--- config.mk ---
export PLATFORM = sky130hd
export DESIGN_NAME = iecb_irq_enable_bank
export DESIGN_NICKNAME = d
export VERILOG_FILES = /design/src/verilog/iecb_pkg.sv /design/src/verilog/iecb_irq_enable_bank.sv
export SDC_FILE = /design/constraint.sdc
export NUM_CORES = 1
export LEC_CHECK = 0
export BUFFER_PORTS_ARGS = -buffer_cell sky130_fd_sc_hd__buf_2
export CORE_MARGIN = 10
export CORE_UTILIZATION = 40
export DETAILED_ROUTE_END_ITERATION = 6
export HOLD_SLACK_MARGIN = 0.15
export PLACE_DENSITY = 0.81
export SYNTH_ARGS = -nofsm -noshare
export SYNTH_HDL_FRONTEND = slang
export SYNTH_SLANG_ARGS = --single-unit
--- constraint.sdc ---
create_clock -name mclk -period 4.1 [get_ports mclk]
set_input_delay 0.205 -clock mclk [delete_from_list [all_inputs] [get_ports mclk]]
set_output_delay 0.205 -clock mclk [all_outputs]
set_load 0.005 [all_outputs]
--- src/verilog/iecb_pkg.sv ---
// package: register map, field layout and carrier types of the interrupt enable bank
package iecb_pkg;
    localparam int unsigned APB_AW = 8;
    localparam logic [APB_AW-1:0] OFS_CTRL = 8'h00;
    localparam logic [APB_AW-1:0] OFS_EN_CORE = 8'h04;
    localparam logic [APB_AW-1:0] OFS_EN_CLKADC = 8'h08;
    localparam logic [APB_AW-1:0] OFS_EN_ANALOG = 8'h0c;
    localparam logic [APB_AW-1:0] OFS_EN_SERIAL = 8'h10;
    localparam logic [APB_AW-1:0] OFS_EN_TIMERS = 8'h14;
    localparam logic [APB_AW-1:0] OFS_EVT_STATUS = 8'h18;
    localparam logic [APB_AW-1:0] OFS_EVT_MASK = 8'h1c;

    // control register fields
    localparam int unsigned CTRL_GIE_BIT = 7;
    localparam int unsigned CTRL_PERIPH_GROUP_ENABLE_BIT = 6;
    localparam int unsigned CTRL_EDGE_BIT = 0;
    localparam logic [7:0] CTRL_MASK = 8'hc1;
    localparam logic [7:0] CTRL_RESET = 8'h01;

    // implemented bits of each enable register
    localparam logic [7:0] EN_CORE_MASK = 8'h31;
    localparam logic [7:0] EN_CLKADC_MASK = 8'hc1;
    localparam logic [7:0] EN_ANALOG_MASK = 8'h43;
    localparam logic [7:0] EN_ANALOG_SMALL_MASK = 8'h41;
    localparam logic [7:0] EN_SERIAL_MASK = 8'h33;
    localparam logic [7:0] EN_TIMERS_MASK = 8'h03;
    localparam logic [7:0] EN_RESET = 8'h00;
    localparam int unsigned EXT_PIN_EN_BIT = 0;

    // event status / mask layout
    localparam int unsigned EVT_EXT_PIN = 0;
    localparam int unsigned EVT_VECTOR = 1;
    localparam int unsigned EVT_RETURN = 2;
    localparam logic [7:0] EVT_MASK = 8'h07;
    localparam logic [7:0] EVT_RESET = 8'h00;

    localparam logic [15:0] VECTOR_ADDR = 16'h0004;

    // source flags, one byte per enable register, same bit layout
    typedef struct packed {
        logic [7:0] timers;
        logic [7:0] serial;
        logic [7:0] analog;
        logic [7:0] clkAdc;
        logic [7:0] core;
    } iecb_flags_s;

    // vectoring request towards the core sequencer
    typedef struct packed {
        logic req;
        logic [15:0] addr;
    } iecb_vector_s;
endpackage

--- src/verilog/iecb_irq_enable_bank.sv ---
// interrupt control and enable register bank with apb slave and vectoring request
// Function
// - global enable bit 7 of control blocks all vectoring when zero
// - peripheral enable bit 6 gates all peripheral-group sources
// - edge select bit 0: one rising, zero falling; resets to one
// - sources in enable registers 1..4 also need the peripheral enable
// - enable register 0 sources need only the global enable
// - enable register 0: timer0 bit 5, pin change bit 4, external pin bit 0
// - enable register 1: oscillator fail bit 7, clock switch bit 6, adc bit 0
// - enable register 2: zero cross bit 6, comparator 2 bit 1, comparator 1 bit 0
// - enable register 3: usart rx 5, tx 4, collision 1, serial event 0
// - enable register 4: timer2 match bit 1, timer1 overflow bit 0
// - unimplemented bits ignore writes and read as zero
// - all enable bits including global and peripheral clear on reset
// - flags set by events regardless of any enable bit
// - vectoring clears global enable to 0004h; return sets it again
// - external pin flag set on an edge of the selected polarity
//
// Design decisions made here: the register offsets and the APB slave port.
`timescale 1ns/1ps
`default_nettype none
module iecb_irq_enable_bank
    import iecb_pkg::*;
#(
    parameter bit HAS_COMP2 = 1'b1
) (
    input wire logic mclk,
    input wire logic rst,
    input wire logic psel,
    input wire logic penable,
    input wire logic pwrite,
    input wire logic [APB_AW-1:0] paddr,
    input wire logic [31:0] pwdata,
    output logic [31:0] prdata,
    output logic pready,
    output logic pslverr,
    input wire iecb_flags_s srcFlags,
    input wire logic extPin,
    input wire logic vectorAck,
    input wire logic returnFromHandler,
    output iecb_vector_s vectorOut,
    output logic extPinFlag,
    output logic irqOut
);
    localparam logic [7:0] EN_ANALOG_IMPL = HAS_COMP2 ? EN_ANALOG_MASK : EN_ANALOG_SMALL_MASK;

    logic [7:0] ctrlQ;
    logic [7:0] enCoreQ;
    logic [7:0] enClkAdcQ;
    logic [7:0] enAnalogQ;
    logic [7:0] enSerialQ;
    logic [7:0] enTimersQ;
    logic [7:0] evtStatusQ;
    logic [7:0] evtMaskQ;
    logic extPinPrevQ;
    logic readyQ;
    logic errQ;
    logic [31:0] rdataQ;
    logic vecReqQ;
    logic irqQ;

    // decode of the map, used by the error answer only; the read mux decodes on its own
    function automatic logic addrMapped(input logic [APB_AW-1:0] a);
        case (a)
            OFS_CTRL, OFS_EN_CORE, OFS_EN_CLKADC, OFS_EN_ANALOG,
            OFS_EN_SERIAL, OFS_EN_TIMERS, OFS_EVT_STATUS, OFS_EVT_MASK: addrMapped = 1'b1;
            default: addrMapped = 1'b0;
        endcase
    endfunction

    function automatic logic [7:0] readByte(input logic [APB_AW-1:0] a, input logic [7:0] ctl,
        input logic [7:0] e0, input logic [7:0] e1, input logic [7:0] e2, input logic [7:0] e3,
        input logic [7:0] e4, input logic [7:0] st, input logic [7:0] mk);
        case (a)
            OFS_CTRL: readByte = ctl;
            OFS_EN_CORE: readByte = e0;
            OFS_EN_CLKADC: readByte = e1;
            OFS_EN_ANALOG: readByte = e2;
            OFS_EN_SERIAL: readByte = e3;
            OFS_EN_TIMERS: readByte = e4;
            OFS_EVT_STATUS: readByte = st;
            OFS_EVT_MASK: readByte = mk;
            default: readByte = 8'h00;
        endcase
    endfunction

    logic setupPhase;
    logic wrAccess;
    logic gieQ;
    logic peieQ;
    logic edgeSelQ;
    logic rawEdge;
    logic [7:0] coreFlags;
    logic coreHit;
    logic periphHit;
    logic [7:0] evtSet;

    assign setupPhase = psel && !penable;
    // a write takes effect only at the edge where the access completes
    assign wrAccess = psel && penable && readyQ && pwrite && !errQ;
    assign gieQ = ctrlQ[CTRL_GIE_BIT];
    assign peieQ = ctrlQ[CTRL_PERIPH_GROUP_ENABLE_BIT];
    assign edgeSelQ = ctrlQ[CTRL_EDGE_BIT];

    // pin is taken as synchronous; edge qualified by the selected polarity
    assign rawEdge = edgeSelQ ? (extPin && !extPinPrevQ) : (!extPin && extPinPrevQ);

    // the pin flag replaces whatever the source bus carries in bit 0
    assign coreFlags = {srcFlags.core[7:1], evtStatusQ[EVT_EXT_PIN]};
    assign coreHit = |(coreFlags & enCoreQ);
    assign periphHit = peieQ && |({srcFlags.clkAdc & enClkAdcQ, srcFlags.analog & enAnalogQ,
        srcFlags.serial & enSerialQ, srcFlags.timers & enTimersQ});

    always_comb begin
        evtSet = 8'h00;
        evtSet[EVT_EXT_PIN] = rawEdge;
        evtSet[EVT_VECTOR] = vectorAck && vecReqQ;
        evtSet[EVT_RETURN] = returnFromHandler;
    end

    // apb answer: one wait-free access phase, registered pready
    always_ff @(posedge mclk or posedge rst) begin
        if (rst) begin
            readyQ <= 1'b0;
            errQ <= 1'b0;
            rdataQ <= 32'h0000_0000;
        end else begin
            readyQ <= setupPhase;
            errQ <= setupPhase && !addrMapped(paddr);
            if (setupPhase && !pwrite) begin
                rdataQ <= {24'h00_0000, readByte(paddr, ctrlQ, enCoreQ, enClkAdcQ, enAnalogQ,
                    enSerialQ, enTimersQ, evtStatusQ, evtMaskQ)};
            end else if (setupPhase) begin
                rdataQ <= 32'h0000_0000;
            end
        end
    end

    // control register; hardware vectoring and return override a software write
    always_ff @(posedge mclk or posedge rst) begin
        if (rst) begin
            ctrlQ <= CTRL_RESET;
        end else begin
            if (wrAccess && paddr == OFS_CTRL) begin
                ctrlQ <= pwdata[7:0] & CTRL_MASK;
            end
            if (vectorAck && vecReqQ) begin
                ctrlQ[CTRL_GIE_BIT] <= 1'b0;
            end
            if (returnFromHandler) begin
                ctrlQ[CTRL_GIE_BIT] <= 1'b1;
            end
        end
    end

    // enable registers; reserved positions are masked off at write time
    always_ff @(posedge mclk or posedge rst) begin
        if (rst) begin
            enCoreQ <= EN_RESET;
            enClkAdcQ <= EN_RESET;
            enAnalogQ <= EN_RESET;
            enSerialQ <= EN_RESET;
            enTimersQ <= EN_RESET;
        end else if (wrAccess) begin
            case (paddr)
                OFS_EN_CORE: enCoreQ <= pwdata[7:0] & EN_CORE_MASK;
                OFS_EN_CLKADC: enClkAdcQ <= pwdata[7:0] & EN_CLKADC_MASK;
                OFS_EN_ANALOG: enAnalogQ <= pwdata[7:0] & EN_ANALOG_IMPL;
                OFS_EN_SERIAL: enSerialQ <= pwdata[7:0] & EN_SERIAL_MASK;
                OFS_EN_TIMERS: enTimersQ <= pwdata[7:0] & EN_TIMERS_MASK;
                default: ;
            endcase
        end
    end

    // sticky events, write one to clear; a new event in the clear cycle wins
    always_ff @(posedge mclk or posedge rst) begin
        if (rst) begin
            evtStatusQ <= EVT_RESET;
            evtMaskQ <= EVT_RESET;
        end else begin
            if (wrAccess && paddr == OFS_EVT_STATUS) begin
                evtStatusQ <= ((evtStatusQ & ~pwdata[7:0]) | evtSet) & EVT_MASK;
            end else begin
                evtStatusQ <= (evtStatusQ | evtSet) & EVT_MASK;
            end
            if (wrAccess && paddr == OFS_EVT_MASK) begin
                evtMaskQ <= pwdata[7:0] & EVT_MASK;
            end
        end
    end

    // edge detector history; reset low so a high pin at release looks like a rise
    always_ff @(posedge mclk or posedge rst) begin
        if (rst) begin
            extPinPrevQ <= 1'b0;
        end else begin
            extPinPrevQ <= extPin;
        end
    end

    // request to the sequencer, one cycle behind the enables it depends on
    always_ff @(posedge mclk or posedge rst) begin
        if (rst) begin
            vecReqQ <= 1'b0;
        end else begin
            vecReqQ <= gieQ && (coreHit || periphHit) && !(vectorAck && vecReqQ);
        end
    end

    always_ff @(posedge mclk or posedge rst) begin
        if (rst) begin
            irqQ <= 1'b0;
        end else begin
            irqQ <= |(((evtStatusQ | evtSet) & EVT_MASK) & evtMaskQ);
        end
    end

    assign prdata = rdataQ;
    assign pready = readyQ;
    assign pslverr = errQ;
    assign vectorOut.req = vecReqQ;
    assign vectorOut.addr = VECTOR_ADDR;
    assign extPinFlag = evtStatusQ[EVT_EXT_PIN];
    assign irqOut = irqQ;

    // ---------------- assertions ----------------
    property p_global_gate;
        @(posedge mclk) disable iff (rst) !gieQ |=> !vecReqQ;
    endproperty
    a_global_gate: assert property (p_global_gate) else $error("request while global enable off");

    property p_periph_gate;
        @(posedge mclk) disable iff (rst)
            (gieQ && !peieQ && !coreHit && !(vectorAck && vecReqQ)) |=> !vecReqQ;
    endproperty
    a_periph_gate: assert property (p_periph_gate) else $error("peripheral source passed periph_group_enable");

    property p_periph_pass;
        @(posedge mclk) disable iff (rst)
            (gieQ && peieQ && (srcFlags.timers & enTimersQ) != 8'h00 && !vectorAck)
            |=> vecReqQ;
    endproperty
    a_periph_pass: assert property (p_periph_pass) else $error("enabled peripheral source lost");

    property p_core_group;
        @(posedge mclk) disable iff (rst) (gieQ && !peieQ && coreHit && !vectorAck) |=> vecReqQ;
    endproperty
    a_core_group: assert property (p_core_group) else $error("core group source blocked");

    property p_ext_edge;
        @(posedge mclk) disable iff (rst)
            (edgeSelQ && extPin && !extPinPrevQ) |=> extPinFlag;
    endproperty
    a_ext_edge: assert property (p_ext_edge) else $error("rising edge not flagged");

    property p_ext_fall;
        @(posedge mclk) disable iff (rst)
            (!edgeSelQ && !extPin && extPinPrevQ) |=> ##1 irqOut || !evtMaskQ[EVT_EXT_PIN];
    endproperty
    a_ext_fall: assert property (p_ext_fall) else $error("falling edge not seen");

    property p_unimpl_zero;
        @(posedge mclk) disable iff (rst)
            (ctrlQ & ~CTRL_MASK) == 8'h00 && (enCoreQ & ~EN_CORE_MASK) == 8'h00
            && (enClkAdcQ & ~EN_CLKADC_MASK) == 8'h00 && (enAnalogQ & ~EN_ANALOG_IMPL) == 8'h00
            && (enSerialQ & ~EN_SERIAL_MASK) == 8'h00 && (enTimersQ & ~EN_TIMERS_MASK) == 8'h00
            && prdata[31:8] == 24'h00_0000;
    endproperty
    a_unimpl_zero: assert property (p_unimpl_zero) else $error("reserved bit set");

    property p_vector_clears;
        @(posedge mclk) disable iff (rst)
            (vectorAck && vecReqQ && !returnFromHandler) |=> !gieQ ##1 !vecReqQ;
    endproperty
    a_vector_clears: assert property (p_vector_clears) else $error("global enable kept on vector");

    property p_return_sets;
        @(posedge mclk) disable iff (rst) returnFromHandler |=> gieQ;
    endproperty
    a_return_sets: assert property (p_return_sets) else $error("return did not set enable");

    property p_reset_state;
        @(posedge mclk) $fell(rst) |-> ctrlQ == CTRL_RESET && enCoreQ == EN_RESET
            && enTimersQ == EN_RESET && !vecReqQ;
    endproperty
    a_reset_state: assert property (p_reset_state) else $error("bad state after reset");

    property p_apb_answer;
        @(posedge mclk) disable iff (rst) (psel && !penable) |=> pready ##1 !pready;
    endproperty
    a_apb_answer: assert property (p_apb_answer) else $error("apb answer timing");

    c_vector: cover property (@(posedge mclk) disable iff (rst) vecReqQ ##1 vectorAck);
    c_ext_irq: cover property (@(posedge mclk) disable iff (rst) $rose(extPinFlag) ##1 irqOut);
    c_return: cover property (@(posedge mclk) disable iff (rst) !gieQ ##1 returnFromHandler);
    c_err: cover property (@(posedge mclk) disable iff (rst) pready && pslverr);
endmodule
`default_nettype wire

==> flow_summary.json <==
{
  "start_util_pct": 41.0,
  "finalHoldViolCount": 0,
  "worst_setup_path_start_kind": "input port",
  "drcViolationCount": 0,
  "timing.final.crit_share_pct": 43.6,
  "status": "complete, no violations",
  "synth-edff-count": 0,
  "ios": 141,
  "power_w": 0.000748,
  "die_x_microns": 92.1,
  "final.setup.tns_ps": 0,
  "ctsResizeCount": 0,
  "postRouteAntennaNets": 0,
  "clock-root-buffer": "clkbuf_8",
  "grt-ovfl-total": 0,
  "grt_max_degree": 37,
  "cts_tree": "yes",
  "avgViaCountPerCell": 4.93,
  "synth_seq_cells": 36,
  "hpwl_mm": 4.23,
  "drive_above_1_share_pct": 34.4,
  "routed_wl_mm": 5.37,
  "yosys_warnings": 0,
  "min_path_type": "input port to flip-flop",
  "postSynthAreaPerCell_sq_um": 10.7,
  "synthCells": 194,
  "netlist-cell-type-count": 34,
  "ir_drop_v": 0.000234,
  "die_h_microns": 92.1,
  "drt_iter0_markers": 69,
  "antenna_cells": 0,
  "async_flop_share_pct": 100,
  "power_leakage_nw": 1.23,
  "post-route-min-period_ps": 1790,
  "area_delta_synth_final_pct": 15.5,
  "clock_latency_ps": 300,
  "placed_area_sq_um": 2230,
  "power_density_nw_per_um2": 311,
  "cts.sinks": 36,
  "grt_pass1_vias": 1718,
  "maxCapViolCount": 0,
  "rsz0062_at_grt": "false",
  "wl_per_cell_microns": 16.8,
  "synth_ff_type": "dfrtp_1",
  "finalSetupViolCount": 0,
  "grt_antenna_before_repair": 0,
  "arrival_ps": 1970,
  "drt_pass1_iterations": 4,
  "rows": 26,
  "hold_slack_ps": 157,
  "critical_path_class": "input port to flip-flop",
  "ys_seq_area_share_pct": 43.4,
  "place_congestion": 0.873,
  "postLayoutCellArea_sq_um": 2400,
  "finalMaxSlewViolations": 0,
  "crit_fanout": 5,
  "fmax_mhz": 560,
  "r2r_slack_ps": 2420,
  "clockBufferDepth": 2,
  "clk_pin_slew_worst_paths_ps": 70,
  "port_buffers": 48,
  "vias": 1579,
  "final_nets": 337,
  "dieArea_sq_um": 8480,
  "grt_use_total_pct": 12.7,
  "htree_levels": 2,
  "core_area_sq_um": 5070,
  "grt_pass1_wl_mm": 8.64,
  "required_ps": 4280,
  "cts_buffers": 5,
  "fillers": 478,
  "crit_path_end_kind": "flip-flop",
  "fin_skew_ps": 8.21,
  "synthesis.area_sq_um": 2080
}
## what timing repair did
action                                 CTS  global route
endpoints found under the hold margin   41             0
hold buffers                             6             0
setup buffers                            0             0
## critical path, stage by stage
cell	delay, ps
dlygate4sd3_1	510
buf_2	140
and4b_1	220
nand3_1	120
or4_4	480
mux2_2	290
## stage by stage
step                      utilization, %  std cells  setup slack [ps]
final                               47.3        320              2310
after global routing                47.3        320              2260
after CTS                           47.3        320              2310
after detailed placement            44.0        306              2220
after global placement              44.0        306              2240
after floorplan                        -        233              2500
## path summary, 6_finish.rpt
kind	startpoint	to	depth (start not counted)
worst min register to register	prdata[7]	prdata[7]	2
worst max register to register	pslverr	enCoreQ[5]	4
min in group asynchronous	rst	extPinPrevQ	4
worst min-delay path	pwdata[7]	enClkAdcQ[7]	2
max in group asynchronous	rst	ctrlQ[0]	4
worst max-delay path	pwrite	enCoreQ[5]	6
## cells in the mapped netlist, drive strengths merged (4+ instances only)
| cell | number | share of area [%] |
|---|---|---|
| buf | 43 | 15 |
| dfrtp | 35 | 42 |
| mux2 | 21 | 11 |
| nand2 | 14 | 2.5 |
| a22oi | 10 | 3.6 |
| nor2 | 8 | 1.6 |
| nand4b | 6 | 2.5 |
| o21ai | 6 | 1.4 |
| nand2b | 5 | 1.5 |
| inv | 4 | 0.72 |
| mux2i | 4 | 1.9 |
| o31ai | 4 | 1.4 |
## cell usage in the layout (no fill, tap or decap), types with 2 or more instances in the layout
cell type / instances
conb_1: 41
nor2b_1: 2
dfrtp_1: 35
nand2_1: 14
o31ai_1: 4
dlygate4sd3_1: 6
nand4b_1: 6
mux2_2: 21
o21ai_0: 6
buf_2: 48
inv_1: 4
or3_1: 3
clkbuf_8: 5
nand2b_1: 5
mux4_2: 2
mux2i_1: 4
nand3_1: 3
a21oi_1: 3
o41ai_1: 2
or4_4: 2
nor2_1: 7
a22oi_1: 10
a31oi_1: 2
## layer usage
metal  up-vias  wire (microns)  global-route usage (%)
li1        720               -                       -
met1       761            2040                    12.7
met2        87            2600                    21.1
met3        11             589                    6.85
met4         0             137                    6.30
met5         -               0                       0
## power by group
part | leakage, nW | switching, W | internal (W)
clock network | 0.0541 | 0.000138 | 0.000180
logic | 0.693 | 0.0000431 | 0.0000267
registers | 0.479 | 0.00000231 | 0.000358
## flip-flops by register name, summed over array words and instances (netlist names)
signal	flops
prdata	7
enSerialQ	4
ctrlQ	3
enAnalogQ	3
enClkAdcQ	3
enCoreQ	3
evtMaskQ	3
evtStatusQ	3
enTimersQ	2
extPinPrevQ	1
irqOut	1
pready	1
pslverr	1
vecReqQ	1
## final cells by class
| cell class | instances | area [sq um] | share of cell area (%) |
|---|---|---|---|
| inverter | 4 | 15.0 | 0.625 |
| timing repair buffer | 55 | 308 | 12.8 |
| sequential | 36 | 902 | 37.6 |
| clock buffer | 5 | 68.8 | 2.86 |
| tap | 70 | 87.6 | 3.65 |
| clock inverter | 3 | 42.5 | 1.77 |
| multi-input combinational | 147 | 978 | 40.7 |
## cells by family after synthesis
logic type | Yosys count | share of synthesized area [%]
buffers and inverters | 50 | 16.6
and+or+nand+nor | 48 | 13.8
DFF | 36 | 43.4
AOI/OAI and AO/OA | 31 | 10.3
muxes | 27 | 15.5
other | 2 | 0.361
Note: power is estimated with default switching activity, not from simulation.
